===== src/vdac_pkg.sv =====
// constants, field layouts and carriers for the pixel clock and video level block
// assumes one pixel clock domain and an indirect host register port
// What this block does
// - two-bit code picks 1:1, 2:1, 4:1 muxing
// - load clock strobes once per mux factor pixel clocks, steady high at 1:1
// - blank delayed 0..15 extra load clock periods
// - programmable clock is pixel clock over 4..32
// - revision register read only, returns revision value
// - one bits to true output, zeros to complement
// - blank forces blank or sync level, ignores data
// - sync only on green; pedestal selects black offset
// - phase pulse on falling sync or blank, selectable
// - phase pulse shares colour output pipeline
package vdac_pkg;

  // indirect register addresses
  localparam logic [7:0] ADDR_CR2      = 8'h06;
  localparam logic [7:0] ADDR_CMD3     = 8'h07;
  localparam logic [7:0] ADDR_REV      = 8'h0b;
  localparam logic [7:0] REVISION_CODE = 8'h01; // arbitrary value

  // reset values
  localparam logic [7:0] ADDR_RESET = 8'h00;
  localparam logic [7:0] CR2_RESET  = 8'h00;
  localparam logic [7:0] CMD3_RESET = 8'h00;

  // second command register fields
  localparam int CR2_TRIG_BIT  = 1;   // 1: blank triggers, 0: sync triggers
  localparam int CR2_SYNC_BIT  = 2;   // sync encoded onto green
  localparam int CR2_PED_BIT   = 3;   // black pedestal current on

  // third command register fields
  localparam int CMD3_PCK_LSB  = 0;
  localparam int CMD3_DLY_LSB  = 2;
  localparam int CMD3_MUX_LSB  = 6;

  // multiplex codes
  localparam logic [1:0] MUX_1TO1 = 2'h0;
  localparam logic [1:0] MUX_2TO1 = 2'h1;
  localparam logic [1:0] MUX_RSVD = 2'h2;
  localparam logic [1:0] MUX_4TO1 = 2'h3;

  // pipeline and buffer sizes
  localparam int BLANK_TAPS = 60;     // 15 periods at 4:1
  localparam int FIFO_DEPTH = 32;
  localparam int FIFO_WIDTH = 32;

  typedef struct packed {
    logic       sync_n;
    logic       blank_n;
    logic [9:0] red;
    logic [9:0] green;
    logic [9:0] blue;
  } pixel_word_t;

  typedef struct packed {
    logic [9:0] bits;   // true-output bit currents
    logic [9:0] bits_n; // complement-output bit currents
  } chan_out_t;

endpackage : vdac_pkg


===== src/pixel_clock_video_ctrl.sv =====
// command registers, load and programmable clock dividers, blank deskew,
// digital video level steering and phase sync pulse
// assumes host strobes and pixel inputs are synchronous to the pixel clock
`timescale 1ns/1ps
module pixel_clock_video_ctrl
  import vdac_pkg::*;
(
  input  wire logic        clock,
  input  wire logic        reset_n,
  input  wire logic        host_addr_sel,
  input  wire logic        host_wr,
  input  wire logic        host_rd,
  input  wire logic [9:0]  host_wdata,
  output logic      [9:0]  host_rdata_r,
  input  wire pixel_word_t pix_in,
  input  wire logic        pix_valid,
  output logic             pix_ready_r,
  input  wire logic        video_run,
  output chan_out_t        red_current_out_r,
  output chan_out_t        green_current_out_r,
  output chan_out_t        blue_current_out_r,
  output logic      [2:0]  pedestal_on_r,
  output logic             green_sync_on_r,
  output logic             phase_sync_output_r,
  output logic             word_load_clock_out_r,
  output logic             programmable_clock_out_r
);

  logic [7:0]  addr_r, addr_nxt, cr2_r, cr2_nxt, cmd3_r, cmd3_nxt;
  logic [9:0]  rdata_nxt;
  logic [1:0]  mux_sel, pck_sel;
  logic [3:0]  dly_sel;
  logic [5:0]  tap;
  logic [2:0]  mux_factor;

  // mux factor, used by both the load clock and the blank tap
  function automatic logic [2:0] factor_of(input logic [1:0] code);
    case (code)
      MUX_2TO1: factor_of = 3'h2;
      MUX_4TO1: factor_of = 3'h4;
      default:  factor_of = 3'h1;
    endcase
  endfunction : factor_of

  always_comb begin
    mux_sel    = cmd3_r[CMD3_MUX_LSB +: 2];
    dly_sel    = cmd3_r[CMD3_DLY_LSB +: 4];
    pck_sel    = cmd3_r[CMD3_PCK_LSB +: 2];
    mux_factor = factor_of(mux_sel);
    tap        = 6'(dly_sel * mux_factor);
  end

  // host port: address write, then data access to the selected register
  always_comb begin
    addr_nxt  = addr_r;
    cr2_nxt   = cr2_r;
    cmd3_nxt  = cmd3_r;
    rdata_nxt = host_rdata_r;
    if (host_wr && host_addr_sel) begin
      addr_nxt = host_wdata[7:0];
    end else if (host_wr) begin
      case (addr_r)
        ADDR_CR2: cr2_nxt = host_wdata[7:0];
        ADDR_CMD3: begin
          cmd3_nxt = host_wdata[7:0];
          // reserved mux code is refused, the old ratio stays
          if (host_wdata[CMD3_MUX_LSB +: 2] == MUX_RSVD) begin
            cmd3_nxt[CMD3_MUX_LSB +: 2] = cmd3_r[CMD3_MUX_LSB +: 2];
          end
        end
        default: cr2_nxt = cr2_r; // revision and unknown: no effect
      endcase
    end
    if (host_rd) begin
      case ({host_addr_sel, addr_r})
        {1'b0, ADDR_CR2}: rdata_nxt = {2'h0, cr2_r};
        {1'b0, ADDR_CMD3}: rdata_nxt = {2'h0, cmd3_r};
        {1'b0, ADDR_REV}: rdata_nxt = {2'h0, REVISION_CODE};
        default:          rdata_nxt = host_addr_sel ? {2'h0, addr_r} : 10'h000;
      endcase
    end
  end

  always_ff @(posedge clock or negedge reset_n) begin
    if (!reset_n) begin
      addr_r       <= ADDR_RESET;
      cr2_r        <= CR2_RESET;
      cmd3_r       <= CMD3_RESET;
      host_rdata_r <= 10'h000;
    end else begin
      addr_r       <= addr_nxt;
      cr2_r        <= cr2_nxt;
      cmd3_r       <= cmd3_nxt;
      host_rdata_r <= rdata_nxt;
    end
  end

  // load clock: one-cycle strobe per load period, steady high at 1:1
  logic [1:0] ld_cnt_r, ld_cnt_nxt;
  logic       ld_nxt;
  always_comb begin
    ld_cnt_nxt = (ld_cnt_r >= 2'(mux_factor - 3'h1)) ? 2'h0 : ld_cnt_r + 2'h1;
    ld_nxt     = ld_cnt_nxt == 2'h0;
  end

  // programmable clock: toggle every 2, 4, 8 or 16 cycles
  logic [3:0] pc_cnt_r, pc_cnt_nxt, pc_half;
  logic       pc_nxt;
  always_comb begin
    // shift amount kept three bits wide so code 11 reaches a half period of 16
    pc_half    = 4'((5'h1 << (3'(pck_sel) + 3'h1)) - 5'h1);
    pc_cnt_nxt = (pc_cnt_r >= pc_half) ? 4'h0 : pc_cnt_r + 4'h1;
    pc_nxt     = (pc_cnt_r >= pc_half) ? !programmable_clock_out_r : programmable_clock_out_r;
  end

  always_ff @(posedge clock or negedge reset_n) begin
    if (!reset_n) begin
      ld_cnt_r                 <= 2'h0;
      word_load_clock_out_r    <= 1'b0;
      pc_cnt_r                 <= 4'h0;
      programmable_clock_out_r <= 1'b0;
    end else begin
      ld_cnt_r                 <= ld_cnt_nxt;
      word_load_clock_out_r    <= ld_nxt;
      pc_cnt_r                 <= pc_cnt_nxt;
      programmable_clock_out_r <= pc_nxt;
    end
  end

  // pixel buffer; video_run low stalls the drain so the buffer fills
  pixel_word_t fifo_word;
  logic        fifo_valid;
  pixel_fifo #(.WIDTH(FIFO_WIDTH), .DEPTH(FIFO_DEPTH)) u_fifo (
    .clock      (clock),
    .reset_n    (reset_n),
    .in_data    (pix_in),
    .in_valid   (pix_valid),
    .in_ready_r (pix_ready_r),
    .out_data_r (fifo_word),
    .out_valid_r(fifo_valid),
    .out_ready  (video_run)
  );

  // input stage: an idle word shows blank level while starved
  pixel_word_t pix_r, pix_nxt;
  logic [BLANK_TAPS-1:0] blank_pipe_r, blank_pipe_nxt;
  logic        blank_eff, trig_src, src_prev_r, src_prev_nxt;
  always_comb begin
    pix_nxt        = (fifo_valid && video_run) ? fifo_word : pixel_word_t'{sync_n: 1'b1, blank_n: 1'b0, default: '0};
    blank_pipe_nxt = {blank_pipe_r[BLANK_TAPS-2:0], pix_r.blank_n};
    // blank arrives earlier than data; the tap deskews it
    blank_eff      = (tap == 6'h0) ? pix_r.blank_n : blank_pipe_r[tap - 6'h1];
    trig_src       = cr2_r[CR2_TRIG_BIT] ? blank_eff : pix_r.sync_n;
    src_prev_nxt   = trig_src;
  end

  // output stage: current steering per channel
  chan_out_t red_nxt, green_nxt, blue_nxt;
  logic [2:0] ped_nxt;
  logic       gsync_nxt, phase_nxt;
  always_comb begin
    red_nxt.bits   = blank_eff ? pix_r.red   : 10'h000;
    green_nxt.bits = blank_eff ? pix_r.green : 10'h000;
    blue_nxt.bits  = blank_eff ? pix_r.blue  : 10'h000;
    red_nxt.bits_n   = ~red_nxt.bits;
    green_nxt.bits_n = ~green_nxt.bits;
    blue_nxt.bits_n  = ~blue_nxt.bits;
    // pedestal only with blank inactive; sync current only on green
    ped_nxt   = {3{blank_eff && cr2_r[CR2_PED_BIT]}};
    gsync_nxt = cr2_r[CR2_SYNC_BIT] && pix_r.sync_n;
    phase_nxt = src_prev_r && !trig_src; // registered beside colours
  end

  always_ff @(posedge clock or negedge reset_n) begin
    if (!reset_n) begin
      pix_r               <= '{sync_n: 1'b1, blank_n: 1'b0, default: '0};
      blank_pipe_r        <= '0;
      src_prev_r          <= 1'b0;
      red_current_out_r   <= '{bits: 10'h000, bits_n: 10'h3ff};
      green_current_out_r <= '{bits: 10'h000, bits_n: 10'h3ff};
      blue_current_out_r  <= '{bits: 10'h000, bits_n: 10'h3ff};
      pedestal_on_r       <= 3'h0;
      green_sync_on_r     <= 1'b0;
      phase_sync_output_r <= 1'b0;
    end else begin
      pix_r               <= pix_nxt;
      blank_pipe_r        <= blank_pipe_nxt;
      src_prev_r          <= src_prev_nxt;
      red_current_out_r   <= red_nxt;
      green_current_out_r <= green_nxt;
      blue_current_out_r  <= blue_nxt;
      pedestal_on_r       <= ped_nxt;
      green_sync_on_r     <= gsync_nxt;
      phase_sync_output_r <= phase_nxt;
    end
  end
endmodule : pixel_clock_video_ctrl


===== src/pixel_fifo.sv =====
// first-in first-out buffer for pixel words, registered read data
// assumes a single clock and that the drain side may stall freely
`timescale 1ns/1ps
module pixel_fifo #(
  parameter int WIDTH = 32,
  parameter int DEPTH = 32
) (
  input  wire logic             clock,
  input  wire logic             reset_n,
  input  wire logic [WIDTH-1:0] in_data,
  input  wire logic             in_valid,
  output logic                  in_ready_r,
  output logic      [WIDTH-1:0] out_data_r,
  output logic                  out_valid_r,
  input  wire logic             out_ready
);
  localparam int AW = $clog2(DEPTH);

  logic [WIDTH-1:0] mem [DEPTH];
  logic [AW-1:0]    wp_r, wp_nxt, rp_r, rp_nxt;
  logic [AW:0]      cnt_r, cnt_nxt;
  logic             push, pop, ovalid_nxt, iready_nxt;

  // pointer and count bookkeeping; read word leaves through a register
  always_comb begin
    push       = in_valid && in_ready_r;
    pop        = (cnt_r != '0) && (!out_valid_r || out_ready);
    wp_nxt     = push ? wp_r + 1'b1 : wp_r;
    rp_nxt     = pop ? rp_r + 1'b1 : rp_r;
    cnt_nxt    = cnt_r + {{AW{1'b0}}, push} - {{AW{1'b0}}, pop};
    ovalid_nxt = pop || (out_valid_r && !out_ready);
    iready_nxt = cnt_nxt != DEPTH[AW:0];
  end

  always_ff @(posedge clock or negedge reset_n) begin
    if (!reset_n) begin
      wp_r        <= '0;
      rp_r        <= '0;
      cnt_r       <= '0;
      out_valid_r <= 1'b0;
      in_ready_r  <= 1'b0;
    end else begin
      wp_r        <= wp_nxt;
      rp_r        <= rp_nxt;
      cnt_r       <= cnt_nxt;
      out_valid_r <= ovalid_nxt;
      in_ready_r  <= iready_nxt;
    end
  end

  // storage has no reset; only written words are ever read
  always_ff @(posedge clock) begin
    if (push) mem[wp_r] <= in_data;
    if (pop) out_data_r <= mem[rp_r];
  end

endmodule : pixel_fifo


===== config.mk =====
export PLATFORM = sky130hd
export DESIGN_NAME = pixel_clock_video_ctrl
export DESIGN_NICKNAME = d
export VERILOG_FILES = /design/src/vdac_pkg.sv /design/src/pixel_clock_video_ctrl.sv /design/src/pixel_fifo.sv
export SDC_FILE = /design/constraint.sdc
export NUM_CORES = 1
export LEC_CHECK = 0
export BUFFER_PORTS_ARGS = -buffer_cell sky130_fd_sc_hd__buf_2
export CAP_MARGIN = 20
export CELL_PAD_IN_SITES_DETAIL_PLACEMENT = 0
export CELL_PAD_IN_SITES_GLOBAL_PLACEMENT = 1
export CORE_ASPECT_RATIO = 1.5
export CORE_MARGIN = 5
export CORE_UTILIZATION = 40
export DETAILED_ROUTE_END_ITERATION = 6
export HOLD_SLACK_MARGIN = 0.03
export PLACE_DENSITY_LB_ADDON = 0.12
export SLEW_MARGIN = 10
export SYNTH_ARGS = -nofsm -noshare
export SYNTH_HDL_FRONTEND = slang
export SYNTH_SLANG_ARGS = --single-unit

===== constraint.sdc =====
create_clock -name clock -period 10.1 [get_ports clock]
set_clock_uncertainty 0.05 [all_clocks]
set_input_delay 2.02 -clock clock [delete_from_list [all_inputs] [get_ports clock]]
set_output_delay 2.02 -clock clock [all_outputs]
set_load 0.05 [all_outputs]

## Yosys cells after proc, flatten, opt, wreduce, memory -nomap -nowiden

Memory sizes are Yosys's and may differ from the RTL's. A register that Yosys moved wholly into a read port is not among the register bits.
Index checks and enable logic that the tools add are counted.

- Add/sub/neg operators: 10
- Multipliers: 1
- Magnitude comparators: 3
- Eq/ne operators: 9
- Shifts and indexed selects: 1
- Muxes and demuxes: 15
- Bitwise gates (word level): 5
- Reductions and logical operators: 20

Operators by type and width:

| cell | number |
|---|---|
| $mux 32 | 1 |
| $mux 10 | 3 |
| $not 10->10 | 3 |
| $pmux 8 s3 | 1 |
| $eq 9x3->1 const B | 2 |
| $eq 8x3->1 const B | 2 |
| $add 5x1->5 const B | 2 |
| $eq 9x4->1 const B | 1 |
| $logic_and 1x1->1 | 8 |
| $mux 8 | 1 |
| $lt 6x7->1 const B | 1 |
| $add 6x1->6 | 1 |
| $bmux 1 s6 | 1 |
| $logic_not 6->1 | 1 |
| $mul 4x3->6 | 1 |
| $ne 6x6->1 const B | 1 |
| $pmux 3 s2 | 1 |
| $reduce_and 3->1 | 2 |
| $reduce_bool 6->1 | 1 |
| $sub 6x1->6 | 1 |
| $sub 6x1->6 const B | 1 |
| $mux 1 | 5 |
| $add 4x1->4 const B | 1 |
| $eq 2x2->1 const B | 2 |
| other kinds (15) | 20 |

- Register bits: 216
- Memory bits (writable): 1024
- Bits of input ports: 49
- Output and inout bits: 78
- Word-level logic and storage cells: 95
- Memories: 1

Memory list:

| memory | depth | width | read ports | clocked after memory_dff | write ports | RTL line | source |
|---|---|---|---|---|---|---|---|
| u_fifo.mem | 32 | 32 | 1 | 1 | 1 | pixel_fifo.sv:19 | `logic [WIDTH-1:0] mem [DEPTH];` |

## Longest topological paths before layout

- Word-level depth: 10
- Mapped depth: 16
- Gate-level depth less buffers: 16

## By module

From an unflattened synthesis, not the netlist that was laid out.

- Cell total of the unflattened synthesis: 2364
- Area total of the unflattened synthesis: 48112.4 sq um

Modules (own cells, without submodules):

| module | instances | cells each | area an instance (sq um) |
|---|---|---|---|
| pixel_fifo | 1 | 1834 | 40775.4 |
| pixel_clock_video_ctrl | 1 | 530 | 7337.0 |

## Worst setup path after synthesis

Ideal clock, no wire load.

- Kind: input-to-reg
- Start: input video_run
- End: register u_fifo.in_ready_r
- Library setup time: 0.131 ns
- Arrival time: 5.593 ns
- Required time: 9.919 ns
- Slack: 4.327 ns
- Stages: 14
- Path buffers: 0
- Cell sequence: inv_1 a21oi_1 ha_1 inv_1 ha_1 inv_1 fa_1 inv_1 a21oi_1 nor2_1 nor2_1 xnor2_1 nor2_1 nand3_1

- Longest elaborated chain between the ends: 4

Ends and longest elaborated chain:

| item | RTL line | source |
|---|---|---|
| start: declaration | pixel_clock_video_ctrl.sv:18 | `input wire logic video_run,` |
| $logic_or 1x1->1 | pixel_fifo.sv:27 | `pop = (cnt_r != '0) && (!out_valid_r \|\| out_ready);` |
| $logic_and 1x1->1 | pixel_fifo.sv:27 |  |
| named net u_fifo.pop | pixel_fifo.sv:22 | `logic push, pop, ovalid_nxt, iready_nxt;` |
| $sub 6x1->6 | pixel_fifo.sv:30 | `cnt_nxt = cnt_r + {{AW{1'b0}}, push} - {{AW{1'b0}}, pop};` |
| named net u_fifo.cnt_nxt[4] | pixel_fifo.sv:21 | `logic [AW:0] cnt_r, cnt_nxt;` |
| $ne 6x6->1 | pixel_fifo.sv:32 | `iready_nxt = cnt_nxt != DEPTH[AW:0];` |
| named net u_fifo.iready_nxt | pixel_fifo.sv:22 |  |
| end signal: assignment | pixel_fifo.sv:47 | `in_ready_r <= iready_nxt;` |
| end: declaration | pixel_fifo.sv:12 | `output logic in_ready_r,` |

The timed path passes the listed nets, and every way through them passes these cells.
A chain may end at the register's enable or synchronous reset.

## Final worst setup path

- Start: register cmd3_r[6]
- End: register src_prev_r

- Longest elaborated chain between the ends: 8
- Elaborated cells between the ends (all ways): 10

Ends and longest elaborated chain:

| item | RTL line | source |
|---|---|---|
| start: declaration | pixel_clock_video_ctrl.sv:29 | `logic [7:0] addr_r, addr_nxt, cr2_r, cr2_nxt, cmd3_r, cmd3_nxt;` |
| start signal: assignment | pixel_clock_video_ctrl.sv:93 | `cmd3_r <= cmd3_nxt;` |
| $eq 2x2->1 or $eq 2x1->1 (tied branches) | pixel_clock_video_ctrl.sv:38 | `case (code)` |
| $pmux 3 s2 * | pixel_clock_video_ctrl.sv:38 |  |
| $mul 4x3->6 * | pixel_clock_video_ctrl.sv:50 | `tap = 6'(dly_sel * mux_factor);` |
| $sub 6x1->6 | pixel_clock_video_ctrl.sv:152 | `blank_eff = (tap == 6'h0) ? pix_r.blank_n : blank_pipe_r[tap - 6'h1];` |
| $bmux 1 s6 | pixel_clock_video_ctrl.sv:152 |  |
| $mux 1 (not written as such) | pixel_clock_video_ctrl.sv:152 |  |
| $mux 1 * | pixel_clock_video_ctrl.sv:152 |  |
| $mux 1 * | pixel_clock_video_ctrl.sv:153 | `trig_src = cr2_r[CR2_TRIG_BIT] ? blank_eff : pix_r.sync_n;` |
| named net src_prev_nxt | pixel_clock_video_ctrl.sv:147 | `logic blank_eff, trig_src, src_prev_r, src_prev_nxt;` |
| end signal: assignment | pixel_clock_video_ctrl.sv:188 | `src_prev_r <= src_prev_nxt;` |
| end: declaration | pixel_clock_video_ctrl.sv:147 |  |

Mark *: on every way through the listed nets, which the timed path passes. The rest lies on a longest branch. The select of a mux whose other input is x is not followed.

==> results_dict.tcl <==
set metrics [dict create \
    synth_xor_area_share_pct 0.476 \
    netlist_area_sq_um 48100 \
    die_x_um 293 \
    drc_errors 0 \
    layout_common_cells "edfxtp_1 (1056), mux4_2 (332), dfrtp_1 (178), clkbuf_16 (123), buf_2 (121)" \
    drive_gt1_share_pct 33.7 \
    crit_fanout 63 \
    setup_ws_ns 5.38 \
    drt_first_pass_iters 5 \
    fp.dieH_um 435 \
    status "complete, no violations" \
    dpl.hpwl_um 64200 \
    wl_um 120000 \
    overflow 0 \
    initial_core_util_pct 40.3 \
    cts_max_path_buffers 3 \
    grt_pass1_wl_um 172000 \
    ys_seq_elements 1270 \
    cts_root_buf "clkbuf_16" \
    die-area_sq_um 127000 \
    cts_inserted_buffers 118 \
    core_sq_um 119000 \
    total_power_mw 14.9 \
    cp.arrival_ns 5.33 \
    yosys.area_share.simple_pct 2.60 \
    grt_usage_pct 18.8 \
    worstPathRequired_ns 10.71 \
    p_leak_nw 18.4 \
    fin_tns_setup_ns 0 \
    rr_startpoint "cmd3_r[6]" \
    r2r_slack_ns 5.38 \
    max_freq_mhz 212 \
    synth-compound-area-share_pct 0.703 \
    fill_cells 9980 \
    grt_max_degree 141 \
    ys.flop_type "edfxtp_1" \
    ir_drop_mv 0.238 \
    clk_latency_ns 0.74 \
    ys_seq_area_share_pct 77.2 \
    synth_top_family_by_area "multiplexers" \
    path_clk_slew_ns 0.06 \
    fin_crit_ns 4.72 \
    rsz0062_at_grt "no" \
    routedWlPerCell_um 29.9 \
    gp_congestion 0.734 \
    p_per_area_nw_per_um2 272 \
    start_kind "flop" \
    place_ws_ns 4.69 \
    cts_max_level 3 \
    worstHoldPathType "reg -> reg" \
    ys_types 53 \
    crit_slowest_cell "fa_1" \
    slew_viol_final 0 \
    io_buffers 122 \
    nNetsFinal 2415 \
    ios 127 \
    dpl-instance-area_sq_um 50900 \
    area_growth_pct 13.7 \
    path_cells "nor2b_1 > and2_1 > fa_1 > ha_1 > fa_1 > nor3b_2 > xnor2_1 > o21ai_0 > o22ai_1 > o31ai_2 > a31oi_4 > buf_4 > mux2_2" \
    final_area_sq_um 54700 \
    r2r-end "src_prev_r" \
    postCtsSetupBuffers 0 \
    antenna_found_initial 8 \
    period_share_pct 46.7 \
    critPathKind "reg -> reg" \
    cts.repair.resized 0 \
    syn_area_per_cell_sq_um 22.4 \
    tightest_slew_ns 1.15 \
    postCtsHoldBufs 0 \
    cts.sinks 1270 \
    layout_commonest_cell "edfxtp_1" \
    worstHoldStart "blank_pipe_r[53]" \
    cp-end-kind "flop" \
    setup_viol 0 \
    antenna_left 0 \
    via_count 21929 \
    yosys-top-cells-area "edfxtp_1 (66%), mux4_2 (16%), dfrtp_1 (9.5%), dfstp_2 (1.7%), mux2_2 (1.3%)" \
    finalHoldViolCount 0 \
    synth_top_area_cell "edfxtp_1" \
    yosysWarnings 0 \
    synth_fa_ha_area_share_pct 0.869 \
    yosysTopAreaCellShare_pct 66.0 \
    reg2reg_depth 13 \
    cpMostUsedCell "fa_1" \
    vias_per_cell 5.48 \
    async_flop_share_pct 16.9 \
    synth_edf_count 1056 \
    syn_inst 2149 \
    maxSlewHeadroom_pct 23.3 \
    max_cap_violations 0 \
    crit_path_max_incr_delay_ns 0.72 \
    cts_tree "yes" \
    synthMuxAreaShare_pct 17.0 \
    min_to "blank_pipe_r[54]" \
    std_cell_rows 155 \
    grt_pass1_vias 23908 \
    hold_depth 0 \
    drt_iter0_drc 1682 \
]
-- cell type report --
cell class,count,area (sq um),share of cell area (%)
multi-input cells,746,10700,19.5
repair buffers,173,1030,1.88
clock buffers,170,3400,6.22
inverters,26,97.6,0.178
diodes,1,2.50,0.00458
clock inverters,48,404,0.739
well taps,1570,1960,3.59
flip-flops and latches,1270,37100,67.9
-- power breakdown --
| group | internal [mW] | leakage (nW) | total (mW) | switching, mW |
|---|---|---|---|---|
| combinational | 1.79 | 4.25 | 3.85 | 2.06 |
| clock | 2.44 | 1.89 | 4.38 | 1.94 |
| sequential | 6.29 | 12.2 | 6.67 | 0.377 |
-- state kept, by name (all words and copies together) (netlist names), 2 cells and up --
register	cells
green_current_out_r	20
cmd3_r	8
blue_current_out_r	20
host_rdata_r	8
pix_r	31
pc_cnt_r	4
u_fifo.out_data_r	32
u_fifo.cnt_r	6
ld_cnt_r	2
u_fifo.rp_r	5
red_current_out_r	20
blank_pipe_r	60
u_fifo.wp_r	5
addr_r	8
u_fifo.mem	1024
cr2_r	8
-- worst max-delay path: cells and delay by family, from the launching register on --
| family | cells | cell delay, ns |
|---|---|---|
| AO/OA/AOI/OAI | 4 | 0.72 |
| XOR/XNOR | 1 | 0.50 |
| adder cells (fa/ha/maj) | 3 | 1.38 |
| buffers and inverters | 1 | 0.52 |
| flip-flops | 1 | 0.60 |
| multiplexers | 1 | 0.27 |
| AND/OR/NAND/NOR | 3 | 0.55 |
-- kinds of logic after synthesis --
group                      after synthesis
xor gates and xnor gates                24
and+or+nand+nor                        251
adders and majority gates               31
muxes                                  393
DFF                                   1270
buffers and inverters                  134
other                                    2
AOI/OAI and AO/OA                       44
-- how the worst max path moves through the flow --
stage                         start             endpoint  slack (ns)  cells after the start
after global placement    video_run    u_fifo.in_ready_r        4.64                     17
after floorplan           video_run    u_fifo.in_ready_r        4.33                     14
after detailed placement  video_run    u_fifo.in_ready_r        4.69                     17
after global routing      cmd3_r[6]  phase_sync_output_r        5.03                     13
final                     cmd3_r[6]           src_prev_r        5.38                     13
after CTS                 cmd3_r[6]           src_prev_r        5.32                     13
-- per-layer routing --
layer	track usage, %	share of wire (%)	up-vias
met2	33.8	54	531
met5	0	0.011	-
met4	5.48	2.4	2
met3	2.51	4.1	152
li1	-	-	9150
met1	24.1	40	12094
-- cells in the mapped netlist, drive strengths merged (3+ instances only) --
| cell | number |
|---|---|
| mux4 | 332 |
| buf | 43 |
| nand2b | 6 |
| a31oi | 3 |
| ha | 27 |
| nand3b | 3 |
| o21ai | 9 |
| nor2b | 5 |
| a21o | 4 |
| a21oi | 9 |
| dfrtp | 183 |
| nor4 | 4 |
| edfxtp | 1056 |
| nor2 | 67 |
| inv | 25 |
| and2 | 36 |
| xor2 | 10 |
| xnor2 | 14 |
| a221oi | 8 |
| nand2 | 70 |
| mux2i | 4 |
| nand3 | 9 |
| dfstp | 31 |
| nand4 | 6 |
| and3 | 35 |
| mux2 | 57 |
| clkbuf | 65 |
| fa | 4 |
-- stage by stage --
step / hold WS [ns] / utilization, % / std cells
3_3_place_gp: 0.306 / 42.7 / 3785
3_5_place_dp: 0.305 / 42.7 / 3785
2_1_floorplan: 0.299 / - / 2150
4_1_cts: 0.319 / 45.8 / 4003
6_report: 0.316 / 45.8 / 4004
5_1_grt: 0.326 / 45.8 / 4004
Note: power is estimated with default switching activity, not from simulation.
